[src/shared/lpw_pkg.sv]
// Constants and types for the low-power wake controller
package lpw_pkg;
	localparam logic [7:0] INTERRUPT_OPTION_ADDR = 8'hc8;
	localparam logic [7:0] TIMER_STATUS_CONTROL_ADDR = 8'hd4;
	localparam logic [7:0] CONVERTER_CONTROL_ADDR = 8'hd1;
	localparam logic [7:0] RELOAD_TIMER_MODE_CONTROL_ADDR = 8'he5;
	localparam logic [7:0] SERIAL_CONTROL_ADDR = 8'hd7;
	localparam logic [7:0] WAKE_STATUS_ADDR = 8'hf0;
	localparam logic [7:0] WAKE_CONFIG_ADDR = 8'hf1;
	localparam logic [7:0] REG_RESET = 8'h00;
	localparam logic [7:0] WAKE_CONFIG_RESET = 8'h00;
	// Bit positions
	localparam int GLOBAL_IRQ_ENABLE_BIT = 4;
	localparam int TIMER_IRQ_ENABLE_BIT = 4;
	localparam int CONVERTER_IRQ_ENABLE_BIT = 4;
	localparam int RELOAD_OVERFLOW_IRQ_ENABLE_BIT = 0;
	localparam int RELOAD_COMPARE_IRQ_ENABLE_BIT = 1;
	localparam int RELOAD_EDGE_IRQ_ENABLE_BIT = 2;
	localparam int RX_IRQ_ENABLE_BIT = 0;
	localparam int TX_IRQ_ENABLE_BIT = 1;
	localparam int SW_WATCHDOG_BIT = 0;
	// Oscillator stabilisation
	localparam int STAB_TIME_US = 2048;
	localparam int CLK_MHZ = 100;
	localparam int STAB_CYCLES = STAB_TIME_US * CLK_MHZ;
	localparam int STAB_W = 20;
	// Processor context at sleep entry
	localparam logic [1:0] CTX_NORMAL = 2'h0;
	localparam logic [1:0] CTX_MASKABLE = 2'h1;
	localparam logic [1:0] CTX_NMI = 2'h2;
	// Resume actions reported to the core
	localparam logic [2:0] RES_NONE = 3'h0;
	localparam logic [2:0] RES_NEXT = 3'h1;
	localparam logic [2:0] RES_ISR_THEN_NEXT = 3'h2;
	localparam logic [2:0] RES_NMI_THEN_NEXT = 3'h3;
	typedef enum logic [4:0] {
		LPW_RUN = 5'b00001,
		LPW_IDLE = 5'b00010,
		LPW_DEEP = 5'b00100,
		LPW_STAB = 5'b01000,
		LPW_RESUME = 5'b10000
	} lpw_state_e;
endpackage

[src/core/lpw_wake_ctrl.sv]
// Idle/deep-sleep entry, oscillator gating and wake-up sequencing
//
// The plain strobed port was chosen for this implementation.
module lpw_wake_ctrl
	import lpw_pkg::*;
#(
	parameter int STAB_COUNT = STAB_CYCLES
) (
	// Clock and reset
	input wire logic core_clk,
	input wire logic rstn,
	// Register port
	input wire logic [7:0] reg_addr,
	input wire logic [7:0] reg_wdata,
	input wire logic reg_wr,
	input wire logic reg_rd,
	output logic [7:0] reg_rdata,
	// Core instruction interface
	input wire logic idle_instr,
	input wire logic deep_instr,
	input wire logic [1:0] core_context,
	input wire logic nmi_ack,
	input wire logic resume_ack,
	// Reset sources and hardware watchdog enable (pins, asynchronous)
	input wire logic ext_reset_pin,
	input wire logic watchdog_reset,
	input wire logic hw_watchdog_on,
	// Interrupt events
	input wire logic nmi_pin,
	input wire logic src1_req,
	input wire logic src2_req,
	input wire logic timer_zero_flag,
	input wire logic converter_eoc_flag,
	input wire logic reload_overflow_flag,
	input wire logic reload_compare_flag,
	input wire logic reload_edge_flag,
	input wire logic rx_byte_flag,
	input wire logic tx_byte_flag,
	// Power control and resume outputs
	output logic core_halt,
	output logic osc_enable,
	output logic reset_request,
	output logic [2:0] resume_action,
	output logic [4:0] irq_vector,
	output logic wake_pulse
);
	lpw_state_e state_q, state_d;
	logic [7:0] interrupt_option_q;
	logic [7:0] timer_status_control_q;
	logic [7:0] converter_control_q;
	logic [7:0] reload_timer_mode_control_q;
	logic [7:0] serial_control_q;
	logic [7:0] wake_config_q;
	logic [1:0] sleep_ctx_q;
	logic [STAB_W-1:0] stab_cnt_q;
	logic nmi_latch_q;
	logic nmi_woke_q;
	logic [1:0] nmi_sync_q, rst_sync_q, wdg_sync_q, hwd_sync_q;
	logic nmi_prev_q;
	logic [2:0] resume_q;
	logic [4:0] vector_q;
	logic wake_q;
	logic halt_q, osc_q, rst_q;
	logic [7:0] rdata_q;

	// Two-stage synchronisers for pin-level inputs
	always_ff @(posedge core_clk or negedge rstn) begin
		if (!rstn) begin
			nmi_sync_q <= 2'h0;
			rst_sync_q <= 2'h0;
			wdg_sync_q <= 2'h0;
			hwd_sync_q <= 2'h0;
		end else begin
			nmi_sync_q <= {nmi_sync_q[0], nmi_pin};
			rst_sync_q <= {rst_sync_q[0], ext_reset_pin};
			wdg_sync_q <= {wdg_sync_q[0], watchdog_reset};
			hwd_sync_q <= {hwd_sync_q[0], hw_watchdog_on};
		end
	end

	// Enable bit of an 8-bit control register
	function automatic logic en_bit(input logic [7:0] r, input int pos);
		return r[pos[2:0]];
	endfunction

	logic global_irq_enable;
	logic [4:1] mask_req;
	logic any_masked;
	logic wake_req;
	logic watchdog_active;
	logic reset_in;
	logic nmi_rise;

	assign global_irq_enable = en_bit(interrupt_option_q,
		GLOBAL_IRQ_ENABLE_BIT);
	assign reset_in = rst_sync_q[1] | wdg_sync_q[1];
	assign nmi_rise = nmi_sync_q[1] & ~nmi_prev_q;
	assign watchdog_active = hwd_sync_q[1] | en_bit(wake_config_q,
		SW_WATCHDOG_BIT);

	always_comb begin
		mask_req[1] = src1_req;
		mask_req[2] = src2_req;
		mask_req[3] = (timer_zero_flag &
			en_bit(timer_status_control_q, TIMER_IRQ_ENABLE_BIT)) |
			(reload_overflow_flag & en_bit(reload_timer_mode_control_q,
			RELOAD_OVERFLOW_IRQ_ENABLE_BIT)) |
			(reload_compare_flag & en_bit(reload_timer_mode_control_q,
			RELOAD_COMPARE_IRQ_ENABLE_BIT)) |
			(reload_edge_flag & en_bit(reload_timer_mode_control_q,
			RELOAD_EDGE_IRQ_ENABLE_BIT));
		mask_req[4] = (converter_eoc_flag &
			en_bit(converter_control_q, CONVERTER_IRQ_ENABLE_BIT)) |
			(rx_byte_flag & en_bit(serial_control_q, RX_IRQ_ENABLE_BIT)) |
			(tx_byte_flag & en_bit(serial_control_q, TX_IRQ_ENABLE_BIT));
		any_masked = global_irq_enable & (|mask_req);
		// Wake request, none without global enable
		wake_req = global_irq_enable & ((|mask_req) | nmi_latch_q);
	end

	// Register writes; interrupt option is write-only
	always_ff @(posedge core_clk or negedge rstn) begin
		if (!rstn) begin
			interrupt_option_q <= REG_RESET;
			timer_status_control_q <= REG_RESET;
			converter_control_q <= REG_RESET;
			reload_timer_mode_control_q <= REG_RESET;
			serial_control_q <= REG_RESET;
			wake_config_q <= WAKE_CONFIG_RESET;
		end else if (reg_wr) begin
			case (reg_addr)
				INTERRUPT_OPTION_ADDR: interrupt_option_q <= reg_wdata;
				TIMER_STATUS_CONTROL_ADDR: timer_status_control_q <= reg_wdata;
				CONVERTER_CONTROL_ADDR: converter_control_q <= reg_wdata;
				RELOAD_TIMER_MODE_CONTROL_ADDR:
					reload_timer_mode_control_q <= reg_wdata;
				SERIAL_CONTROL_ADDR: serial_control_q <= reg_wdata;
				WAKE_CONFIG_ADDR: wake_config_q <= reg_wdata;
				default: ;
			endcase
		end
	end

	// Register reads, data in the following cycle
	always_ff @(posedge core_clk or negedge rstn) begin
		if (!rstn) begin
			rdata_q <= 8'h00;
		end else if (reg_rd) begin
			case (reg_addr)
				TIMER_STATUS_CONTROL_ADDR: rdata_q <= timer_status_control_q;
				CONVERTER_CONTROL_ADDR: rdata_q <= converter_control_q;
				RELOAD_TIMER_MODE_CONTROL_ADDR:
					rdata_q <= reload_timer_mode_control_q;
				SERIAL_CONTROL_ADDR: rdata_q <= serial_control_q;
				WAKE_CONFIG_ADDR: rdata_q <= wake_config_q;
				WAKE_STATUS_ADDR: rdata_q <= {3'h0, state_q};
				default: rdata_q <= 8'h00;
			endcase
		end else begin
			rdata_q <= 8'h00;
		end
	end

	// Non-maskable latch; a new edge wins over the core's clear
	always_ff @(posedge core_clk or negedge rstn) begin
		if (!rstn) begin
			nmi_prev_q <= 1'b0;
			nmi_latch_q <= 1'b0;
		end else begin
			nmi_prev_q <= nmi_sync_q[1];
			if (nmi_rise)
				nmi_latch_q <= 1'b1;
			else if (nmi_ack)
				nmi_latch_q <= 1'b0;
		end
	end

	// Sleep sequencer
	always_comb begin
		state_d = state_q;
		case (state_q)
			LPW_RUN: begin
				if (!any_masked && !nmi_latch_q) begin
					// Watchdog turns deep sleep into idle
					if (deep_instr && !watchdog_active)
						state_d = LPW_DEEP;
					else if (idle_instr || deep_instr)
						state_d = LPW_IDLE;
				end
			end
			LPW_IDLE: if (wake_req) state_d = LPW_RESUME;
			LPW_DEEP: if (wake_req) state_d = LPW_STAB;
			LPW_STAB:
				if (stab_cnt_q == STAB_W'(STAB_COUNT - 1))
					state_d = LPW_RESUME;
			LPW_RESUME: if (resume_ack) state_d = LPW_RUN;
			default: state_d = LPW_RUN;
		endcase
		if (reset_in)
			state_d = LPW_RUN;
	end

	always_ff @(posedge core_clk or negedge rstn) begin
		if (!rstn)
			state_q <= LPW_RUN;
		else
			state_q <= state_d;
	end

	// Stabilisation counter
	always_ff @(posedge core_clk or negedge rstn) begin
		if (!rstn)
			stab_cnt_q <= '0;
		else if (state_q == LPW_STAB)
			stab_cnt_q <= stab_cnt_q + STAB_W'(1);
		else
			stab_cnt_q <= '0;
	end

	// Context captured at sleep entry and waking source
	always_ff @(posedge core_clk or negedge rstn) begin
		if (!rstn) begin
			sleep_ctx_q <= CTX_NORMAL;
			nmi_woke_q <= 1'b0;
		end else begin
			if (state_q == LPW_RUN && state_d != LPW_RUN)
				sleep_ctx_q <= core_context;
			if ((state_q == LPW_IDLE || state_q == LPW_DEEP) && wake_req)
				nmi_woke_q <= nmi_latch_q;
		end
	end

	// Resume decision and vector
	always_ff @(posedge core_clk or negedge rstn) begin
		if (!rstn) begin
			resume_q <= RES_NONE;
			vector_q <= 5'h00;
		end else if (state_d == LPW_RESUME && state_q != LPW_RESUME) begin
			case (sleep_ctx_q)
				CTX_NMI: begin
					resume_q <= RES_NEXT;
					vector_q <= 5'h00;
				end
				CTX_MASKABLE: begin
					if (state_q == LPW_STAB ? nmi_woke_q :
						nmi_latch_q) begin
						resume_q <= RES_NMI_THEN_NEXT;
						vector_q <= 5'h01;
					end else begin
						resume_q <= RES_NEXT;
						vector_q <= 5'h00;
					end
				end
				default: begin
					resume_q <= RES_ISR_THEN_NEXT;
					vector_q <= prio_vec(nmi_latch_q, mask_req);
				end
			endcase
		end else if (state_d != LPW_RESUME) begin
			resume_q <= RES_NONE;
			vector_q <= 5'h00;
		end
	end

	// Fixed priority, non-maskable above source 1
	function automatic logic [4:0] prio_vec(input logic nmi,
		input logic [4:1] m);
		if (nmi)
			return 5'h01;
		else if (m[1])
			return 5'h02;
		else if (m[2])
			return 5'h04;
		else if (m[3])
			return 5'h08;
		else if (m[4])
			return 5'h10;
		else
			return 5'h00;
	endfunction

	// Power outputs
	always_ff @(posedge core_clk or negedge rstn) begin
		if (!rstn) begin
			halt_q <= 1'b0;
			osc_q <= 1'b1;
			rst_q <= 1'b0;
			wake_q <= 1'b0;
		end else begin
			// Halt in idle, also in deep sleep and stabilisation
			halt_q <= state_d == LPW_IDLE || state_d == LPW_DEEP ||
				state_d == LPW_STAB;
			// Oscillator gated only in deep sleep
			// Wake restarts same oscillator, selection untouched
			osc_q <= state_d != LPW_DEEP;
			rst_q <= reset_in;
			wake_q <= (state_q == LPW_IDLE || state_q == LPW_DEEP) &&
				wake_req && !reset_in;
		end
	end

	assign reg_rdata = rdata_q;
	assign core_halt = halt_q;
	assign osc_enable = osc_q;
	assign reset_request = rst_q;
	assign resume_action = resume_q;
	assign irq_vector = vector_q;
	assign wake_pulse = wake_q;
endmodule

[config.mk]
export PLATFORM = sky130hd
export DESIGN_NAME = lpw_wake_ctrl
export DESIGN_NICKNAME = d
export VERILOG_FILES = /design/src/shared/lpw_pkg.sv /design/src/core/lpw_wake_ctrl.sv
export SDC_FILE = /design/constraint.sdc
export NUM_CORES = 1
export LEC_CHECK = 0
export ABC_AREA = 1
export BUFFER_PORTS_ARGS = -buffer_cell sky130_fd_sc_hd__buf_4
export CAP_MARGIN = 20
export CORE_MARGIN = 3
export CORE_UTILIZATION = 49
export DETAILED_ROUTE_END_ITERATION = 8
export PLACE_DENSITY = 0.78
export SYNTH_ARGS = -nofsm -noshare
export SYNTH_HDL_FRONTEND = slang
export SYNTH_SLANG_ARGS = --single-unit
[constraint.sdc]
create_clock -name core_clk -period 1.9 [get_ports core_clk]
set_input_delay 0.38 -clock core_clk [delete_from_list [all_inputs] [get_ports core_clk]]
set_output_delay 0.38 -clock core_clk [all_outputs]
set_load 0.01 [all_outputs]
== Yosys cells after proc, flatten, opt, wreduce, memory -nomap -nowiden ==
Cells that the tools add are included.
Word-level totals
  register bits: 103
  output and inout port bits: 20
Operators by class
  bitwise operators: 19
  mux-type cells: 28
  reductions and logical operators: 23
  equal/unequal tests: 23
  add/subtract/negate cells: 1
Operators with widths (count)
  $mux 5: 15
  $eq 8x8->1 const B: 7
  $pmux 8 s6: 1
  $pmux 5 s5: 1
  $add 20x1->20 const B: 1
  $eq 20x18->1 const B: 1
  $mux 20: 1
  $reduce_and 2->1: 6
  $and 1x1->1: 10
  $eq 5x2->1 const B: 2
  $eq 5x3->1 const B: 2
  $eq 5x4->1 const B: 2
  $eq 5x5->1 const B: 2
  $ne 5x5->1 const B: 2
  $pmux 5 s2: 1
  $mux 8: 1
  $or 1x1->1: 8
  $logic_and 1x1->1: 6
  $mux 3: 2
  $eq 5x1->1 const B: 1
  $ne 5x1->1 const B: 1
  $ne 5x3->1 const B: 1
  $logic_not 1->1: 4
  $logic_or 1x1->1: 4
  8 further kinds: 12

== Logic depth before layout (Yosys ltp) ==
Gate-level depths: netlist of the first run.
  depth after elaboration: 14
  depth in mapped cells: 11

== Worst setup path before layout of the first run ==
Ideal clock, no wire load.
  path kind: input port to flip-flop
  start: input reg_addr[3]
  end: register wake_config_q[6]
  library setup time: 0.125 ns
  path buffers: 0
  data required time: 1.775 ns
  cell stages on the path: 5
  setup slack: 0.369 ns
  data arrival time: 1.406 ns
  cell sequence: or2_1 -> nor2_1 -> nand2_2 -> nor2_4 -> mux2_2
Between the ends
  cells in the longest elaborated chain, start to end: 2
RTL lines
  from (decl): RTL line lpw_wake_ctrl.sv:13  | input wire logic [7:0] reg_addr,
  $eq 8x8->1: RTL line lpw_wake_ctrl.sv:131  | case (reg_addr)
  $reduce_and 2->1 (no line)
  to (signal assigned): RTL line lpw_wake_ctrl.sv:138  | WAKE_CONFIG_ADDR: wake_config_q <= reg_wdata;
  to (decl): RTL line lpw_wake_ctrl.sv:53  | logic [7:0] wake_config_q;
Every way passes these cells.
A chain may end at the register's enable or synchronous reset.

== Final worst setup path of the first run ==
  start: register stab_cnt_q[0]
  end: register vector_q[4], in the netlist irq_vector[4]
Between the ends
  cells in the longest elaborated chain, start to end: 7
  elaborated cells between the ends (all ways): 9
RTL lines
  from (decl): RTL line lpw_wake_ctrl.sv:55  | logic [STAB_W-1:0] stab_cnt_q;
  from (signal assigned): RTL line lpw_wake_ctrl.sv:215  | stab_cnt_q <= stab_cnt_q + STAB_W'(1);
  $eq 20x18->1 *: RTL line lpw_wake_ctrl.sv:194  | if (stab_cnt_q == STAB_W'(STAB_COUNT - 1))
  $mux 5 *: RTL line lpw_wake_ctrl.sv:194
  $pmux 5 s5 *: RTL line lpw_wake_ctrl.sv:181  | case (state_q)
  $mux 5 *: RTL line lpw_wake_ctrl.sv:199  | if (reset_in)
  $eq 5x5->1: RTL line lpw_wake_ctrl.sv:238  | end else if (state_d == LPW_RESUME && state_q != LPW_RESUME) begin
  $logic_and 1x1->1: RTL line lpw_wake_ctrl.sv:238
  $mux 5 or $reduce_bool 2->1 (tied branches)
  to (signal assigned): RTL line lpw_wake_ctrl.sv:256  | vector_q <= prio_vec(nmi_latch_q, mask_req);
  to (decl): RTL line lpw_wake_ctrl.sv:61  | logic [4:0] vector_q;
Every way passes the cells marked *; elsewhere a longest branch is shown, timed or not.

==> flow_summary.toml, run 1 <==
[yosys]
synth.top_cell.area_share_pct = 51.95
synth_top_area_cell = "dfrtp_1"
synth_edf_count = 0
syn_avg_cell_area_um2 = 8.742
syn-cell-area_um2 = 4624
yosysSeqAreaShare_pct = 53.08
ys_warn_count = 0
syn_inst = 529
synth_area_leaders = "dfrtp_1, nand2_1, o21ai_0"
ys_ff_latch = 98
synth.distinct_cells = 42
synth_nets = 571
ys.flop_type = "dfrtp_1"
ys_async_sr_fraction_pct = 100.0

[cts]
root_buffer = "clkbuf_8"
path_clk_slew_ps = 90
cts_buffers = 9
cts_tree = "built"
cts_max_level = 3
clk_latency_ps = 350
cts.sinks = 98
clockBufferDepth = 2

[global_routing]
grt_pass1_vias = 3702
grt_max_degree = 61
grt_pass1_wl_mm = 17.67
grt_usage_pct = 21.47
antenna_found_initial = 0
grt-ovfl-total = 0

[layout]
layout-drive-gt1-share_pct = 20.27
fin_nets = 639
regArea_um2 = 2455
finalInstanceArea_um2 = 5421
fill_cells = 787
multi_input_area_um2 = 1800
areaGrowthSynthToFinish_pct = 17.23
finish.utilization_pct = 60.69
n_antenna_cell = 0

[placed_design]
routabilityCongestion = 0.8523
placed_area_um2 = 5195
numPortBuffers = 57
hpwl_mm = 7.846
pre_cts_ws_ps = 131.0

[floorplanning]
ios = 59
die_area_um2 = 10640
initial_utilization_pct = 51.76
die_w_um = 103.1
die_h_um = 103.1
core_um2 = 8934
core.rowCount = 34

[drt]
wirelength_met1_mm = 4.621
wire_per_inst_um = 14.99
drc = 0
wl_mm = 10.64
wl_met2_mm = 5.190
drt_iter0_markers = 365
highest_layer = "met4"
dr.pass1.iters = 5
wl_met3_um = 662
via_per_inst = 5.369
vias = 3812
antenna_left = 0

[timing]
skew_ps = 9.464
holdWs_ps = 128.3
drv_slew = 0
tns_ps = 0
min_period_ps = 1727
setup_viol = 0
fin_crit_sh_pct = 90.89
hold_viol_final = 0
max_freq_mhz = 579.1
grt_setup_unrepaired = "no"
layout_setup_ws_ps = 173.2

[worst_setup_path]
r2r-end = "irq_vector[4]"
r2r_slack_ps = 170
rr_startpoint = "stab_cnt_q[0]"
worst_r2r_path_depth = 9
crit_required_ps = 2190
setup.worst_path.class = "reg2reg"
crit_arrival_ps = 2020
critPathLaunchType = "flop"
crit_path_end_kind = "flop"
cp_max_fo = 15

[worst_hold_path]
hold_class = "in2reg"
hold_start = "nmi_pin"
whs_endpoint = "nmi_sync_q[0]"
min_path_cells = 1

[pwr]
powerDensity_nw_per_um2 = 746.9
ir_worst_vdd_mv = 0.3319
power_leakage_uw = 0.002657

[outcome]
status = "complete, no violations"

[run]
drv_cap = 0
## layout make-up
type	instances	share of cell area, %
flip-flops and latches	98	45.28
multi-input cells	340	33.21
repair buffers	66	9.416
inverters	82	5.700
well taps	108	2.493
clock buffers	11	2.423
clock inverters	5	1.477
## layout by cell type, fill, tap and decap left out, drive strengths merged, types with 3 or more instances in the layout
master  count
a211oi      3
inv        81
nor3       16
ha          3
buf        65
mux2        8
clkbuf     11
nand2     111
dfrtp      96
nand4      22
nor4        3
nand3      18
a21oi      11
nor2       61
nand3b      3
o21ai      60
o22ai       9
## state kept, by name, indices dropped and copies added, names as in the netlist, 2 cells and up
register / flops
converter_control_q: 8
hwd_sync_q: 2
irq_vector: 5
nmi_sync_q: 2
reg_rdata: 8
reload_timer_mode_control_q: 8
resume_action: 2
rst_sync_q: 2
serial_control_q: 8
sleep_ctx_q: 2
stab_cnt_q: 20
state_q: 5
timer_status_control_q: 8
wake_config_q: 8
wdg_sync_q: 2
## kinds of logic (layout without fill, tap and decap cells)
| group | Yosys count | in the layout | share of synthesized area [%] |
|---|---|---|---|
| xor+xnor | 2 | 2 | 0.3789 |
| other cells | 1 | 1 | 0.08109 |
| fa+ha+maj | 3 | 3 | 0.8118 |
| mux | 8 | 8 | 1.948 |
| simple gates | 238 | 238 | 25.24 |
| buf+inv | 91 | 164 | 8.090 |
| flops | 98 | 98 | 53.08 |
| compound gates | 88 | 88 | 10.36 |
## worst max-delay path, cell delays in order (launching register included)
cell      delay (ps)
dfrtp_1          400
ha_1             220
nand3_2           90
nor2_2           180
nand3b_2         150
nor2_4           160
nand3_2          100
nand3_4          170
nand4_1          120
nand2_1           90
## stage by stage
step,total power [µW],instances
final,4050,710
after global routing,4247,710
after CTS,4076,710
after detailed placement,2650,693
after global placement,2631,693
after floorplan,2457,529
## worst max path at each step
stage	end	slack, ps	depth (start not counted)	start
final	irq_vector[4]	170	9	stab_cnt_q[0]
after global routing	sleep_ctx_q[1]	3	9	converter_control_q[4]
after detailed placement	stab_cnt_q[18]	130	8	stab_cnt_q[0]
after global placement	wake_config_q[6]	200	6	reg_addr[3]
after floorplan	wake_config_q[6]	370	5	reg_addr[3]
after CTS	stab_cnt_q[18]	120	8	stab_cnt_q[0]
## repair_timing
item / 4_1_cts / 5_1_grt
buffers inserted: 0 / 0
setup endpoints to repair: 0 / 3
hold buffers: 1 / 0
resized for setup: 0 / 2
hold endpoints to repair: 17 / 0
## cell usage after synthesis (2+ instances only)
| library cell | instances |
|---|---|
| a211oi_1 | 3 |
| a21oi_1 | 10 |
| and3_1 | 2 |
| buf_2 | 4 |
| buf_4 | 3 |
| dfrtp_1 | 96 |
| dfstp_2 | 2 |
| ha_1 | 3 |
| inv_1 | 76 |
| inv_2 | 5 |
| mux2_1 | 7 |
| nand2_1 | 105 |
| nand2_2 | 6 |
| nand3_1 | 12 |
| nand3_2 | 4 |
| nand3_4 | 2 |
| nand3b_1 | 2 |
| nand4_1 | 22 |
| nor2_1 | 48 |
| nor2_2 | 8 |
| nor2_4 | 5 |
| nor3_1 | 12 |
| nor3_2 | 3 |
| nor4_1 | 3 |
| o21ai_0 | 59 |
| o22ai_1 | 9 |
| or2_1 | 2 |
| xnor2_1 | 2 |
## layer usage
| layer | vias to the layer above | track usage (%) |
|---|---|---|
| li1 | 1850 | - |
| met2 | 129 | 35.18 |
| met3 | 15 | 3.654 |
| met1 | 1818 | 28.88 |
| met4 | 0 | 7.570 |
| met5 | - | 0 |
## power by group
group | switching, µW | internal (µW) | total (µW) | leakage, µW
logic | 240 | 147 | 387 | 0.00137
clock network | 696 | 741 | 1440 | 0.0000995
registers | 45.7 | 2180 | 2230 | 0.00119
Note: power is estimated with default switching activity, not from simulation.
==> run 2, diff against run 1 <==
CTS_BUF_LIST = sky130_fd_sc_hd__clkbuf_4   (was unset)
==> flow_summary.toml, run 2 (same netlist as run 1, synthesis figures left out) <==
[worst_setup_path]
crit_required_ps = 2270
r2r_slack_ps = 160
critPathLaunchType = "flop"
crit_arrival_ps = 2110
setup.worst_path.class = "reg2reg"
crit_path_end_kind = "flop"
cp_max_fo = 15
rr_startpoint = "stab_cnt_q[0]"
r2r-end = "irq_vector[4]"
worst_r2r_path_depth = 9

[cts]
cts.sinks = 98
cts_max_level = 3
clockBufferDepth = 2
cts_buffers = 9
cts_setup_buffers = 0
cts_tree = "built"
clk_latency_ps = 430
root_buffer = "clkbuf_4"
path_clk_slew_ps = 150

[pwr]
p_int_uw = 2890
clkPwrFrac_pct = 32.1
switching_share_pct = 24.90
p_sw_uw = 958.4
powerDensity_nw_per_um2 = 716.4
pwr-share-seq_pct = 57.9
ir_worst_vdd_mv = 0.3926
comb_power_share_pct = 10.1
power_leakage_uw = 0.002640

[global_routing]
met2_usage_pct = 35.42
grt-ovfl-total = 0
grt_pass1_vias = 3718
antenna_found_initial = 0
grt_max_degree = 61
grt_usage_pct = 21.41
grt_pass1_wl_mm = 17.64
grt_use_met1_pct = 28.73
busiest_layer = "met2"
use_met3_pct = 3.654

[drt]
antenna_left = 0
drc = 0
drt_iter0_markers = 280
wl_mm = 10.65
via_per_inst = 5.389
dr.pass1.iters = 5
wire_per_inst_um = 15.00
vias = 3826

[floorplanning]
die_w_um = 103.1
initial_utilization_pct = 51.76
die_area_um2 = 10640
ios = 59
core.rowCount = 34
die_h_um = 103.1
core_um2 = 8934

[placed_design]
pre_cts_ws_ps = 131.0
hpwl_mm = 7.846
numPortBuffers = 57
routabilityCongestion = 0.8523
placed_area_um2 = 5195
place_inst = 693

[timing]
tns_ps = 0
max_freq_mhz = 573.9
skew_ps = 20.71
setup_viol = 0
layout_setup_ws_ps = 157.6
fin_crit_sh_pct = 91.70
min_period_ps = 1742
hold_viol_final = 0
grt_setup_unrepaired = "no"
drv_slew = 0

[layout]
fin_cells = 710
top_register = "stab_cnt_q"
largest_register_ffs = 20
layout-drive-gt1-share_pct = 20.60
areaGrowthSynthToFinish_pct = 16.18
final_cell_mix = "nand2_1, dfrtp_1, inv_1"
n_antenna_cell = 0
final_common_cell = "nand2_1"
finalInstanceArea_um2 = 5373
fin_nets = 639

[worst_hold_path]
hold_class = "in2reg"
whs_endpoint = "nmi_sync_q[0]"
hold_start = "nmi_pin"
min_path_cells = 1

[run]
drv_cap = 0

[outcome]
status = "complete, no violations"
## run 2: cell types whose count changed in the layout (fill, tap and decap cells not counted)
cell	previous run	this run
clkbuf_4	0	11
clkbuf_1	2	0
clkbuf_8	9	0
## run 2: worst max path at each step
stage | start | to | slack [ps] | cells past startpoint
5_1_grt | state_q[1] | sleep_ctx_q[1] | 5 | 7
4_1_cts | stab_cnt_q[0] | stab_cnt_q[18] | 120 | 8
2_1_floorplan | reg_addr[3] | wake_config_q[6] | 370 | 5
3_5_place_dp | stab_cnt_q[0] | stab_cnt_q[18] | 130 | 8
6_report | stab_cnt_q[0] | irq_vector[4] | 160 | 9
3_3_place_gp | reg_addr[3] | wake_config_q[6] | 200 | 6
## run 2: layout make-up
| cell class | instances | area (µm²) |
|---|---|---|
| Clock buffer | 11 | 82.58 |
| Inverter | 82 | 309.0 |
| Sequential cell | 98 | 2455 |
| Tap cell | 108 | 135.1 |
| Clock inverter | 5 | 80.08 |
| Timing Repair Buffer | 66 | 510.5 |
| Fill cell | 795 | 3561 |
| Multi-Input combinational cell | 340 | 1800 |
## run 2: per-stage QoR
step                      hold slack [ps]  util [%]  power [µW]
after floorplan                     84.41         -        2457
after global placement              276.9     58.15        2631
after detailed placement            277.3     58.15        2650
after CTS                           6.510     60.08        3877
after global routing                11.54     60.14        4035
final                               38.18     60.14        3849
## run 2: layer usage
layer | vias to the layer above | wire length, µm
li1 | 1854 | -
met4 | 0 | 214
met1 | 1810 | 4616
met3 | 21 | 619
met2 | 141 | 5197
met5 | - | 0
## run 2: worst max-delay path, cell delays in order (launching register included)
cell and delay [ps]:
dfrtp_1 420, ha_1 220, nand3_2 90, nor2_2 180, nand3b_2 160, nor2_4 150, nand3_2 100, nand3_4 170
nand4_1 120, nand2_1 90
## run 2: timing repair
| item | in CTS | in global routing |
|---|---|---|
| hold buffers | 1 | 0 |
| endpoints found under the setup margin | 0 | 3 |
| hold endpoints to repair | 17 | 0 |
| gates resized for setup | 0 | 2 |
## run 2: power by group through the flow
stage / Clock, µW / Combinational (µW) / Sequential (µW)
final: 1230 / 387 / 2230
after global routing: 1360 / 444 / 2240
after CTS: 1260 / 388 / 2230
after detailed placement: 0 / 384 / 2270
after global placement: 0 / 369 / 2260
after floorplan: 0 / 202 / 2260
